File: config.mk
export PLATFORM = sky130hd
export DESIGN_NAME = ipcm_interrupt_pin_config
export DESIGN_NICKNAME = d
export VERILOG_FILES = /design/src/verilog/ipcm_pkg.sv /design/src/verilog/ipcm_pin_driver.sv /design/src/verilog/ipcm_interrupt_pin_config.sv
export VERILOG_INCLUDE_DIRS = /design/src /design/src/verilog
export SDC_FILE = /design/constraint.sdc
export NUM_CORES = 1
export LEC_CHECK = 0
export BUFFER_PORTS_ARGS = -buffer_cell sky130_fd_sc_hd__buf_2
export CAP_MARGIN = 20
export CORE_UTILIZATION = 30
export CTS_CLUSTER_DIAMETER = 50
export DETAILED_ROUTE_END_ITERATION = 8
export GPL_TIMING_DRIVEN = 0
export PLACE_DENSITY_LB_ADDON = 0.3
export SLEW_MARGIN = 20
export SYNTH_ARGS = -nofsm -noshare
export SYNTH_HDL_FRONTEND = slang
export SYNTH_SLANG_ARGS = --single-unit
File: constraint.sdc
create_clock -name clk_sys -period 3.5 [get_ports clk_sys]
set_input_delay 1.05 -clock clk_sys [delete_from_list [all_inputs] [get_ports clk_sys]]
set_output_delay 1.05 -clock clk_sys [all_outputs]
set_load 0.01 [all_outputs]
File: src/verilog/ipcm_params.svh
// Constants of the interrupt pin configuration and mapping block.
// Assumes inclusion by bare name from the package and design modules.
`ifndef IPCM_PARAMS_SVH
`define IPCM_PARAMS_SVH

// ==========================================================
// Register offsets
`define IPCM_ADDR_PIN_A_ELEC  8'h53
`define IPCM_ADDR_PIN_B_ELEC  8'h54
`define IPCM_ADDR_LATCH       8'h55
`define IPCM_ADDR_PIN_A_FMAP  8'h56
`define IPCM_ADDR_PIN_B_FMAP  8'h57
`define IPCM_ADDR_HW_MAP      8'h58
`define IPCM_ADDR_INIT_CTRL   8'h59

// ==========================================================
// Reset values and writable-bit masks
`define IPCM_RESET_ZERO       8'h00
`define IPCM_RESET_INIT_CTRL  8'h90
`define IPCM_WMASK_ELEC       8'h1F
`define IPCM_WMASK_LATCH      8'h01
`define IPCM_WMASK_FMAP       8'hEE
`define IPCM_WMASK_HW_MAP     8'h77
`define IPCM_WMASK_ALL        8'hFF

// ==========================================================
// Field positions
`define IPCM_ELEC_LSB         0
`define IPCM_ELEC_MSB         4
`define IPCM_LATCH_BIT        0
`define IPCM_HW_PIN_A_LSB     0
`define IPCM_HW_PIN_A_MSB     2
`define IPCM_HW_PIN_B_LSB     4
`define IPCM_HW_PIN_B_MSB     6
`define IPCM_FMAP_STEP_BIT    1
`define IPCM_FMAP_ACT_BIT     2
`define IPCM_FMAP_TILT_BIT    3
`define IPCM_FMAP_WAKE_BIT    5
`define IPCM_FMAP_MOTION_BIT  6
`define IPCM_FMAP_ERROR_BIT   7

// ==========================================================
// Field encodings
`define IPCM_TRIG_EDGE        1'b1
`define IPCM_POL_HIGH         1'b1
`define IPCM_DRV_OPEN_DRAIN   1'b1
`define IPCM_LATCH_ON         1'b1
`define IPCM_BIT_ON           1'b1
`define IPCM_BIT_OFF          1'b0

`endif

File: src/verilog/ipcm_pkg.sv
// Types shared by the interrupt pin configuration and mapping block.
// Assumes the constants header sits beside it.
`include "ipcm_params.svh"

package ipcm_pkg;

    // ==========================================================
    // Register port
    typedef struct packed {
        logic       wrEn;
        logic       rdEn;
        logic [7:0] addr;
        logic [7:0] wrData;
    } ipcm_reg_req_type;

    // ==========================================================
    // Electrical fields, bits 4..0 of a pin's control register
    typedef struct packed {
        logic inEn;
        logic outEn;
        logic driverType;
        logic polarity;
        logic trigMode;
    } ipcm_elec_type;

    // ==========================================================
    // Event sources
    typedef struct packed {
        logic errorEvt;
        logic anyNoMotionEvt;
        logic wakeupEvt;
        logic wristTiltEvt;
        logic activityEvt;
        logic stepEvt;
    } ipcm_feature_evt_type;

    typedef struct packed {
        logic sampleReadyEvt;
        logic watermarkEvt;
        logic bufferFullEvt;
    } ipcm_hw_evt_type;

    // ==========================================================
    // Pin driver state
    typedef struct packed {
        logic pinOut;
        logic pinOe;
        logic inEvent;
        logic inActivePrev;
    } ipcm_pin_state_type;

    // ==========================================================
    // Top-level state
    typedef struct packed {
        logic [7:0] pinAElec;
        logic [7:0] pinBElec;
        logic [7:0] latchMode;
        logic [7:0] pinAFeatureMap;
        logic [7:0] pinBFeatureMap;
        logic [7:0] hwEventMap;
        logic [7:0] initStartCtrl;
        logic [1:0] held;
        logic [7:0] rdData;
    } ipcm_state_type;

endpackage

File: src/verilog/ipcm_pin_driver.sv
// One interrupt pin: output driver and input trigger detection.
// Assumes a synchronous pin input and an unregistered assert request, which it registers itself.
`timescale 1ns/10ps
`default_nettype none
`include "ipcm_params.svh"

module ipcm_pin_driver (
    input  wire logic                   clk_sys,
    input  wire logic                   reset_n,
    input  wire ipcm_pkg::ipcm_elec_type elec,
    input  wire logic                   assertReq,
    input  wire logic                   pinIn,
    output logic                        pinOut,
    output logic                        pinOe,
    output logic                        pinInEvent
);

    ipcm_pkg::ipcm_pin_state_type state_r;
    ipcm_pkg::ipcm_pin_state_type state_nxt;

    logic pinLevel;
    logic inActive;

    // ==========================================================
    // Next state
    always_comb begin
        state_nxt = state_r;
        // Electrical level of an asserted or idle pin
        pinLevel  = (elec.polarity == `IPCM_POL_HIGH) ? assertReq : ~assertReq;
        inActive  = (elec.polarity == `IPCM_POL_HIGH) ? pinIn : ~pinIn;
        if (elec.outEn == `IPCM_BIT_ON) begin
            if (elec.driverType == `IPCM_DRV_OPEN_DRAIN) begin
                // Open drain can only pull low; high comes from the pull-up
                state_nxt.pinOut = `IPCM_BIT_OFF;
                state_nxt.pinOe  = ~pinLevel;
            end else begin
                state_nxt.pinOut = pinLevel;
                state_nxt.pinOe  = `IPCM_BIT_ON;
            end
        end else begin
            state_nxt.pinOut = `IPCM_BIT_OFF;
            state_nxt.pinOe  = `IPCM_BIT_OFF;
        end
        state_nxt.inActivePrev = inActive;
        if (elec.inEn != `IPCM_BIT_ON) begin
            state_nxt.inEvent = `IPCM_BIT_OFF;
        end else if (elec.trigMode == `IPCM_TRIG_EDGE) begin
            state_nxt.inEvent = inActive & ~state_r.inActivePrev;
        end else begin
            state_nxt.inEvent = inActive;
        end
    end

    always_ff @(posedge clk_sys or negedge reset_n) begin
        if (!reset_n) begin
            state_r <= '0;
        end else begin
            state_r <= state_nxt;
        end
    end

    assign pinOut     = state_r.pinOut;
    assign pinOe      = state_r.pinOe;
    assign pinInEvent = state_r.inEvent;

endmodule
`default_nettype wire

File: src/verilog/ipcm_interrupt_pin_config.sv
// Interrupt pin configuration and event routing, top level.
// Assumes a synchronous byte-wide register port driven by the host
// interface logic, event sources that are levels or one-cycle pulses
// on clk_sys, and a pulse when the host reads the interrupt status.
`timescale 1ns/10ps
`default_nettype none
`include "ipcm_params.svh"

module ipcm_interrupt_pin_config (
    input  wire logic                          clk_sys,
    input  wire logic                          reset_n,
    input  wire ipcm_pkg::ipcm_reg_req_type    regReq,
    output logic [7:0]                         regRdData,
    input  wire ipcm_pkg::ipcm_feature_evt_type featureEvt,
    input  wire ipcm_pkg::ipcm_hw_evt_type     hwEvt,
    input  wire logic                          intStatusRead,
    output logic [7:0]                         initStartCtrl,
    input  wire logic                          irqPinAIn,
    output logic                               irqPinAOut,
    output logic                               irqPinAOe,
    output logic                               irqPinAInEvent,
    input  wire logic                          irqPinBIn,
    output logic                               irqPinBOut,
    output logic                               irqPinBOe,
    output logic                               irqPinBInEvent
);

    ipcm_pkg::ipcm_state_type state_r;
    ipcm_pkg::ipcm_state_type state_nxt;

    logic [7:0] featureVec;
    logic [1:0] source;
    logic [1:0] assertReq;
    logic       latched;

    // ==========================================================
    // Feature events laid out on the map register bit positions
    always_comb begin
        featureVec                          = `IPCM_RESET_ZERO;
        featureVec[`IPCM_FMAP_STEP_BIT]     = featureEvt.stepEvt;
        featureVec[`IPCM_FMAP_ACT_BIT]      = featureEvt.activityEvt;
        featureVec[`IPCM_FMAP_TILT_BIT]     = featureEvt.wristTiltEvt;
        featureVec[`IPCM_FMAP_WAKE_BIT]     = featureEvt.wakeupEvt;
        featureVec[`IPCM_FMAP_MOTION_BIT]   = featureEvt.anyNoMotionEvt;
        featureVec[`IPCM_FMAP_ERROR_BIT]    = featureEvt.errorEvt;
    end

    // ==========================================================
    // Source routing per pin
    always_comb begin
        // Reserved map bits are held at zero, so the full-width AND is safe
        source[0] = |(state_r.pinAFeatureMap & featureVec)
                  | |(state_r.hwEventMap[`IPCM_HW_PIN_A_MSB:`IPCM_HW_PIN_A_LSB] & hwEvt);
        source[1] = |(state_r.pinBFeatureMap & featureVec)
                  | |(state_r.hwEventMap[`IPCM_HW_PIN_B_MSB:`IPCM_HW_PIN_B_LSB] & hwEvt);
        latched   = (state_r.latchMode[`IPCM_LATCH_BIT] == `IPCM_LATCH_ON);
        // A held pin stays asserted; a new event shows without waiting a cycle
        assertReq = latched ? (state_r.held | source) : source;
    end

    // ==========================================================
    // Register writes, latch hold and read data
    always_comb begin
        state_nxt = state_r;

        // Set wins over the status-read clear so no event is lost
        if (latched) begin
            state_nxt.held = (intStatusRead ? 2'h0 : state_r.held) | source;
        end else begin
            state_nxt.held = 2'h0;
        end

        if (regReq.wrEn) begin
            unique case (regReq.addr)
                `IPCM_ADDR_PIN_A_ELEC: begin
                    state_nxt.pinAElec = regReq.wrData & `IPCM_WMASK_ELEC;
                end
                `IPCM_ADDR_PIN_B_ELEC: begin
                    state_nxt.pinBElec = regReq.wrData & `IPCM_WMASK_ELEC;
                end
                `IPCM_ADDR_LATCH: begin
                    state_nxt.latchMode = regReq.wrData & `IPCM_WMASK_LATCH;
                end
                `IPCM_ADDR_PIN_A_FMAP: begin
                    state_nxt.pinAFeatureMap = regReq.wrData & `IPCM_WMASK_FMAP;
                end
                `IPCM_ADDR_PIN_B_FMAP: begin
                    state_nxt.pinBFeatureMap = regReq.wrData & `IPCM_WMASK_FMAP;
                end
                `IPCM_ADDR_HW_MAP: begin
                    state_nxt.hwEventMap = regReq.wrData & `IPCM_WMASK_HW_MAP;
                end
                `IPCM_ADDR_INIT_CTRL: begin
                    state_nxt.initStartCtrl = regReq.wrData & `IPCM_WMASK_ALL;
                end
                default: begin
                    // Writes outside the block are ignored
                end
            endcase
        end

        // Read data is registered; unmapped addresses read zero
        state_nxt.rdData = `IPCM_RESET_ZERO;
        if (regReq.rdEn) begin
            unique case (regReq.addr)
                `IPCM_ADDR_PIN_A_ELEC: begin
                    state_nxt.rdData = state_r.pinAElec;
                end
                `IPCM_ADDR_PIN_B_ELEC: begin
                    state_nxt.rdData = state_r.pinBElec;
                end
                `IPCM_ADDR_LATCH: begin
                    state_nxt.rdData = state_r.latchMode;
                end
                `IPCM_ADDR_PIN_A_FMAP: begin
                    state_nxt.rdData = state_r.pinAFeatureMap;
                end
                `IPCM_ADDR_PIN_B_FMAP: begin
                    state_nxt.rdData = state_r.pinBFeatureMap;
                end
                `IPCM_ADDR_HW_MAP: begin
                    state_nxt.rdData = state_r.hwEventMap;
                end
                `IPCM_ADDR_INIT_CTRL: begin
                    state_nxt.rdData = state_r.initStartCtrl;
                end
                default: begin
                    state_nxt.rdData = `IPCM_RESET_ZERO;
                end
            endcase
        end
    end

    always_ff @(posedge clk_sys or negedge reset_n) begin
        if (!reset_n) begin
            state_r                <= '0;
            state_r.pinAElec       <= `IPCM_RESET_ZERO;
            state_r.pinBElec       <= `IPCM_RESET_ZERO;
            state_r.latchMode      <= `IPCM_RESET_ZERO;
            state_r.pinAFeatureMap <= `IPCM_RESET_ZERO;
            state_r.pinBFeatureMap <= `IPCM_RESET_ZERO;
            state_r.hwEventMap     <= `IPCM_RESET_ZERO;
            state_r.initStartCtrl  <= `IPCM_RESET_INIT_CTRL;
            state_r.rdData         <= `IPCM_RESET_ZERO;
        end else begin
            state_r <= state_nxt;
        end
    end

    assign regRdData     = state_r.rdData;
    assign initStartCtrl = state_r.initStartCtrl;

    // ==========================================================
    // Pin drivers
    ipcm_pin_driver pinADriver (
        .clk_sys    (clk_sys),
        .reset_n    (reset_n),
        .elec       (ipcm_pkg::ipcm_elec_type'(state_r.pinAElec[`IPCM_ELEC_MSB:`IPCM_ELEC_LSB])),
        .assertReq  (assertReq[0]),
        .pinIn      (irqPinAIn),
        .pinOut     (irqPinAOut),
        .pinOe      (irqPinAOe),
        .pinInEvent (irqPinAInEvent)
    );

    ipcm_pin_driver pinBDriver (
        .clk_sys    (clk_sys),
        .reset_n    (reset_n),
        .elec       (ipcm_pkg::ipcm_elec_type'(state_r.pinBElec[`IPCM_ELEC_MSB:`IPCM_ELEC_LSB])),
        .assertReq  (assertReq[1]),
        .pinIn      (irqPinBIn),
        .pinOut     (irqPinBOut),
        .pinOe      (irqPinBOe),
        .pinInEvent (irqPinBInEvent)
    );

endmodule
`default_nettype wire

==> results.txt <==
* Area growth from synthesis to final layout: 17.9%
- After synthesis, the most frequently instantiated cells are 53 x sky130_fd_sc_hd__dfrtp_1, 32 x sky130_fd_sc_hd__mux2_2, 17 x sky130_fd_sc_hd__buf_4.
- Dominant cell by count in the synthesized netlist: sky130_fd_sc_hd__dfrtp_1
* Vias per cell: 5.16
* H-tree Lvls: 2
* Most flops, register: state_r
* Cells along the critical path: buf_2 -> buf_2 -> nor2_1 -> nand4_1 -> mux2_2
- Drt wl/cell: between 15 and 20 um
- Wire length of the first global-routing pass: ~11 mm
* CTS-repair resized insts: 0
- Data arrival time at the worst-slack endpoint: roughly 2.7 ns
- Counting along the longest clock path gives a buffer depth of 2.
* Remaining number of nets flagged by the antenna check after routing: 0
- DR vias: approximately 2000
- For this run, the leading register cell type out of synthesis is sky130_fd_sc_hd__dfrtp_1.
- Crit path required time: 3.70 ns
* Total routing resource utilization after global routing: 0.146
- Post-synthesis net count: between 200 and 300
* Period minus WS final: 2.53 ns
* Most common cell on crit path: sky130_fd_sc_hd__buf_2
* Nets: around 320
- Fraction of synthesized area in multiplexers: 0.201
- In this run, the number of DRC markers left after iteration 0 of detailed routing was 130.
- Die Span X: roughly 97 um
- Simple-gate share of the synthesized area: 0.124
* RD Place Congestion: ~0.75
- Placement Cell Area: approximately 0.0031 mm2
- Compound-Gate Fraction of Synth Area: 0.101
- In this run the mean area of a mapped cell was about 12 um2.
- Count of different cell masters after synthesis: 42
* Slew at the pin closest to its max-slew limit: 0.693 ns
* Pwr Total: roughly 1.2 mW
* Cell accounting for the most synthesized area: sky130_fd_sc_hd__dfrtp_1
- After global routing the overflow that remains totals 0.
* Number of antenna violations at the first check in global routing: 0
- The floorplan has 34 rows.
* Via count of the first global-routing pass: about 2000
- Total power per unit cell area: around 370 mW/mm2
- Post-route design area: 0.00321 mm2
- Post-CTS Hold Buffers: 0
- Setup repair after global routing left no endpoint under its margin.
* Clock-pin slew of the registers on the worst-case setup and hold paths: approximately 0.1 ns
- CTS root buffer: sky130_fd_sc_hd__clkbuf_8
* Register area share after synthesis: 0.506
* Area share of the leading cell type in the synthesized netlist: 0.486
* Register bit total from synthesis: 55
- Final total negative setup slack: 0 ns
* Most area-consuming cells after synthesis: sky130_fd_sc_hd__dfrtp_1 49%, sky130_fd_sc_hd__mux2_2 13%, sky130_fd_sc_hd__mux2_1 5.8%, sky130_fd_sc_hd__buf_4 4.7%, sky130_fd_sc_hd__a22oi_1 2.5%
* Die Height: between 90 and 100 um
- EDFF count, synth: 0
- Total of warnings raised by yosys: 0
- Of the available clock period, the critical path in the final layout requires 0.724.
- Area of the mapped netlist: about 0.0027 mm2
* Post-CTS setup buffers: 0
- Fill cells in the final layout number ~900.
- Number of top-level pins: between 50 and 60
- Leakage: about 1.6 nW
* Max-cap violations: 0
- CTS tree: built
- For this run, the slowest stage of the critical path takes around 0.50 ns.
- Static timing analysis puts the maximum clock frequency at slightly below 400 MHz.
- During placement, the flow inserted port buffers numbering 52.
- Initial core utilization: 0.311
* Final HPWL DP: about 5.0 mm
- Wires add up to 6.75 mm.
- Setup crit end kind: flip-flop
* Die area: between 0.009 and 0.01 mm2
- Library cell contributing the largest single delay on the critical path: sky130_fd_sc_hd__nand4_1
- Startpoint type of the worst setup path: primary input
- Worst rel slew slack: 0.538
- By startpoint and endpoint, the worst setup path is classified as in2reg.
* Kind of path behind the tightest hold check: reg2reg
* Max Clock Skew: approximately 0.013 ns
* Clk sinks: 55
- In this run the worst path has a maximum fanout of 10.
- Latest clock arrival within the worst-skew pair: about 0.31 ns
- The total area inside the core boundary comes to 0.00876 mm2.
- Setup violations remaining at the end of the flow were counted as 0.
- Max reg flops: 30
* Adder-cell area share of the yosys netlist: 0
- Entering global routing, the biggest net connects 56 pins.
- Across the VDD grid, the largest voltage drop is between 0.15 and 0.2 mV.
- The flow ran to the end, and the final reports show no timing, DRC or antenna violations.
- DRC: 0
- Of all flip-flops after synthesis, the portion carrying an async set or reset was 1.00.
- The final-report max-slew violation count came to 0.
- XOR/XNOR Fraction of Synth Area: 0.00642
* Combinational family with the most area after synthesis: multiplexers
* TritonCTS buffer count: 5
- Number of instances in the synthesized netlist: approximately 230
- Of the cells placed in the final design, the portion with a size suffix greater than 1 is 0.423.
- Number of failing hold endpoints at the final stage: 0
- Total iterations of the first detailed-routing run: 4
- The number of antenna diodes in the final layout is 0.
## path summary, 6_finish.rpt
path | startpoint | to | slack (ns) | cells past startpoint
worst min register to register | state_r[36] | state_r[36] | 0.53 | 1
worst max-delay path | regReq[8] | state_r[19] | 0.97 | 5
worst min-delay path | state_r[36] | state_r[36] | 0.53 | 1
worst max register to register | state_r[37] | pinADriver.pinOut | 1.80 | 4
min in group asynchronous | reset_n | pinADriver.state_r[0] | 0.77 | 1
max in group asynchronous | reset_n | pinADriver.pinOe | 2.26 | 1
## placed cells by master (no fill, tap or decap), drive strengths merged, types with 5 or more instances in the layout
cell type	n
nand2	10
dfrtp	53
o21ai	5
a21oi	10
nor2	8
clkbuf	5
buf	75
nand3	7
a22oi	9
mux2	46
## stage by stage
stage                     hold slack (ns)  utilization  cells  setup WS, ns
after CTS                           0.534        0.367    394          1.02
after global routing                0.557        0.367    394         0.946
after global placement              0.505        0.356    386         0.745
after detailed placement            0.512        0.357    386         0.700
after floorplan                     0.473            -    226          1.17
final                               0.529        0.367    394         0.965
## kinds of logic (layout without fill, tap and decap cells)
family,count (synthesis),count (layout)
DFF,55,55
and+or+nand+nor,55,55
muxes,49,49
AOI/OAI and AO/OA,39,39
buffers and inverters,26,86
xor gates and xnor gates,2,2
## power breakdown
| group | total (mW) | internal, mW | switching, mW |
|---|---|---|---|
| Clock | 0.358 | 0.140 | 0.218 |
| Combinational | 0.135 | 0.0616 | 0.0735 |
| Sequential | 0.684 | 0.662 | 0.0226 |
## layout make-up
| type | instances | area, um2 | share of cell area |
|---|---|---|---|
| Buffer | 23 | 156 | 0.0487 |
| Timing Repair Buffer | 52 | 263 | 0.0818 |
| Inverter | 3 | 11.3 | 0.00350 |
| Multi-Input combinational cell | 145 | 1180 | 0.367 |
| Tap cell | 108 | 135 | 0.0421 |
| Sequential cell | 55 | 1380 | 0.429 |
| Clock buffer | 5 | 68.8 | 0.0214 |
| Clock inverter | 3 | 20.0 | 0.00623 |
## critical path: cells and delay by family
kind	cells	cell delay (ns)
muxes	1	0.43
buffers and inverters	2	0.34
and+or+nand+nor	2	0.92
## layer usage
layer	wire (um)	part of all wire	global-route usage
met1	3110	0.46	0.210
met2	3080	0.46	0.224
met3	463	0.069	0.0281
met4	95	0.014	0.0419
met5	0	0	0
(Power assumes the default switching activity.)
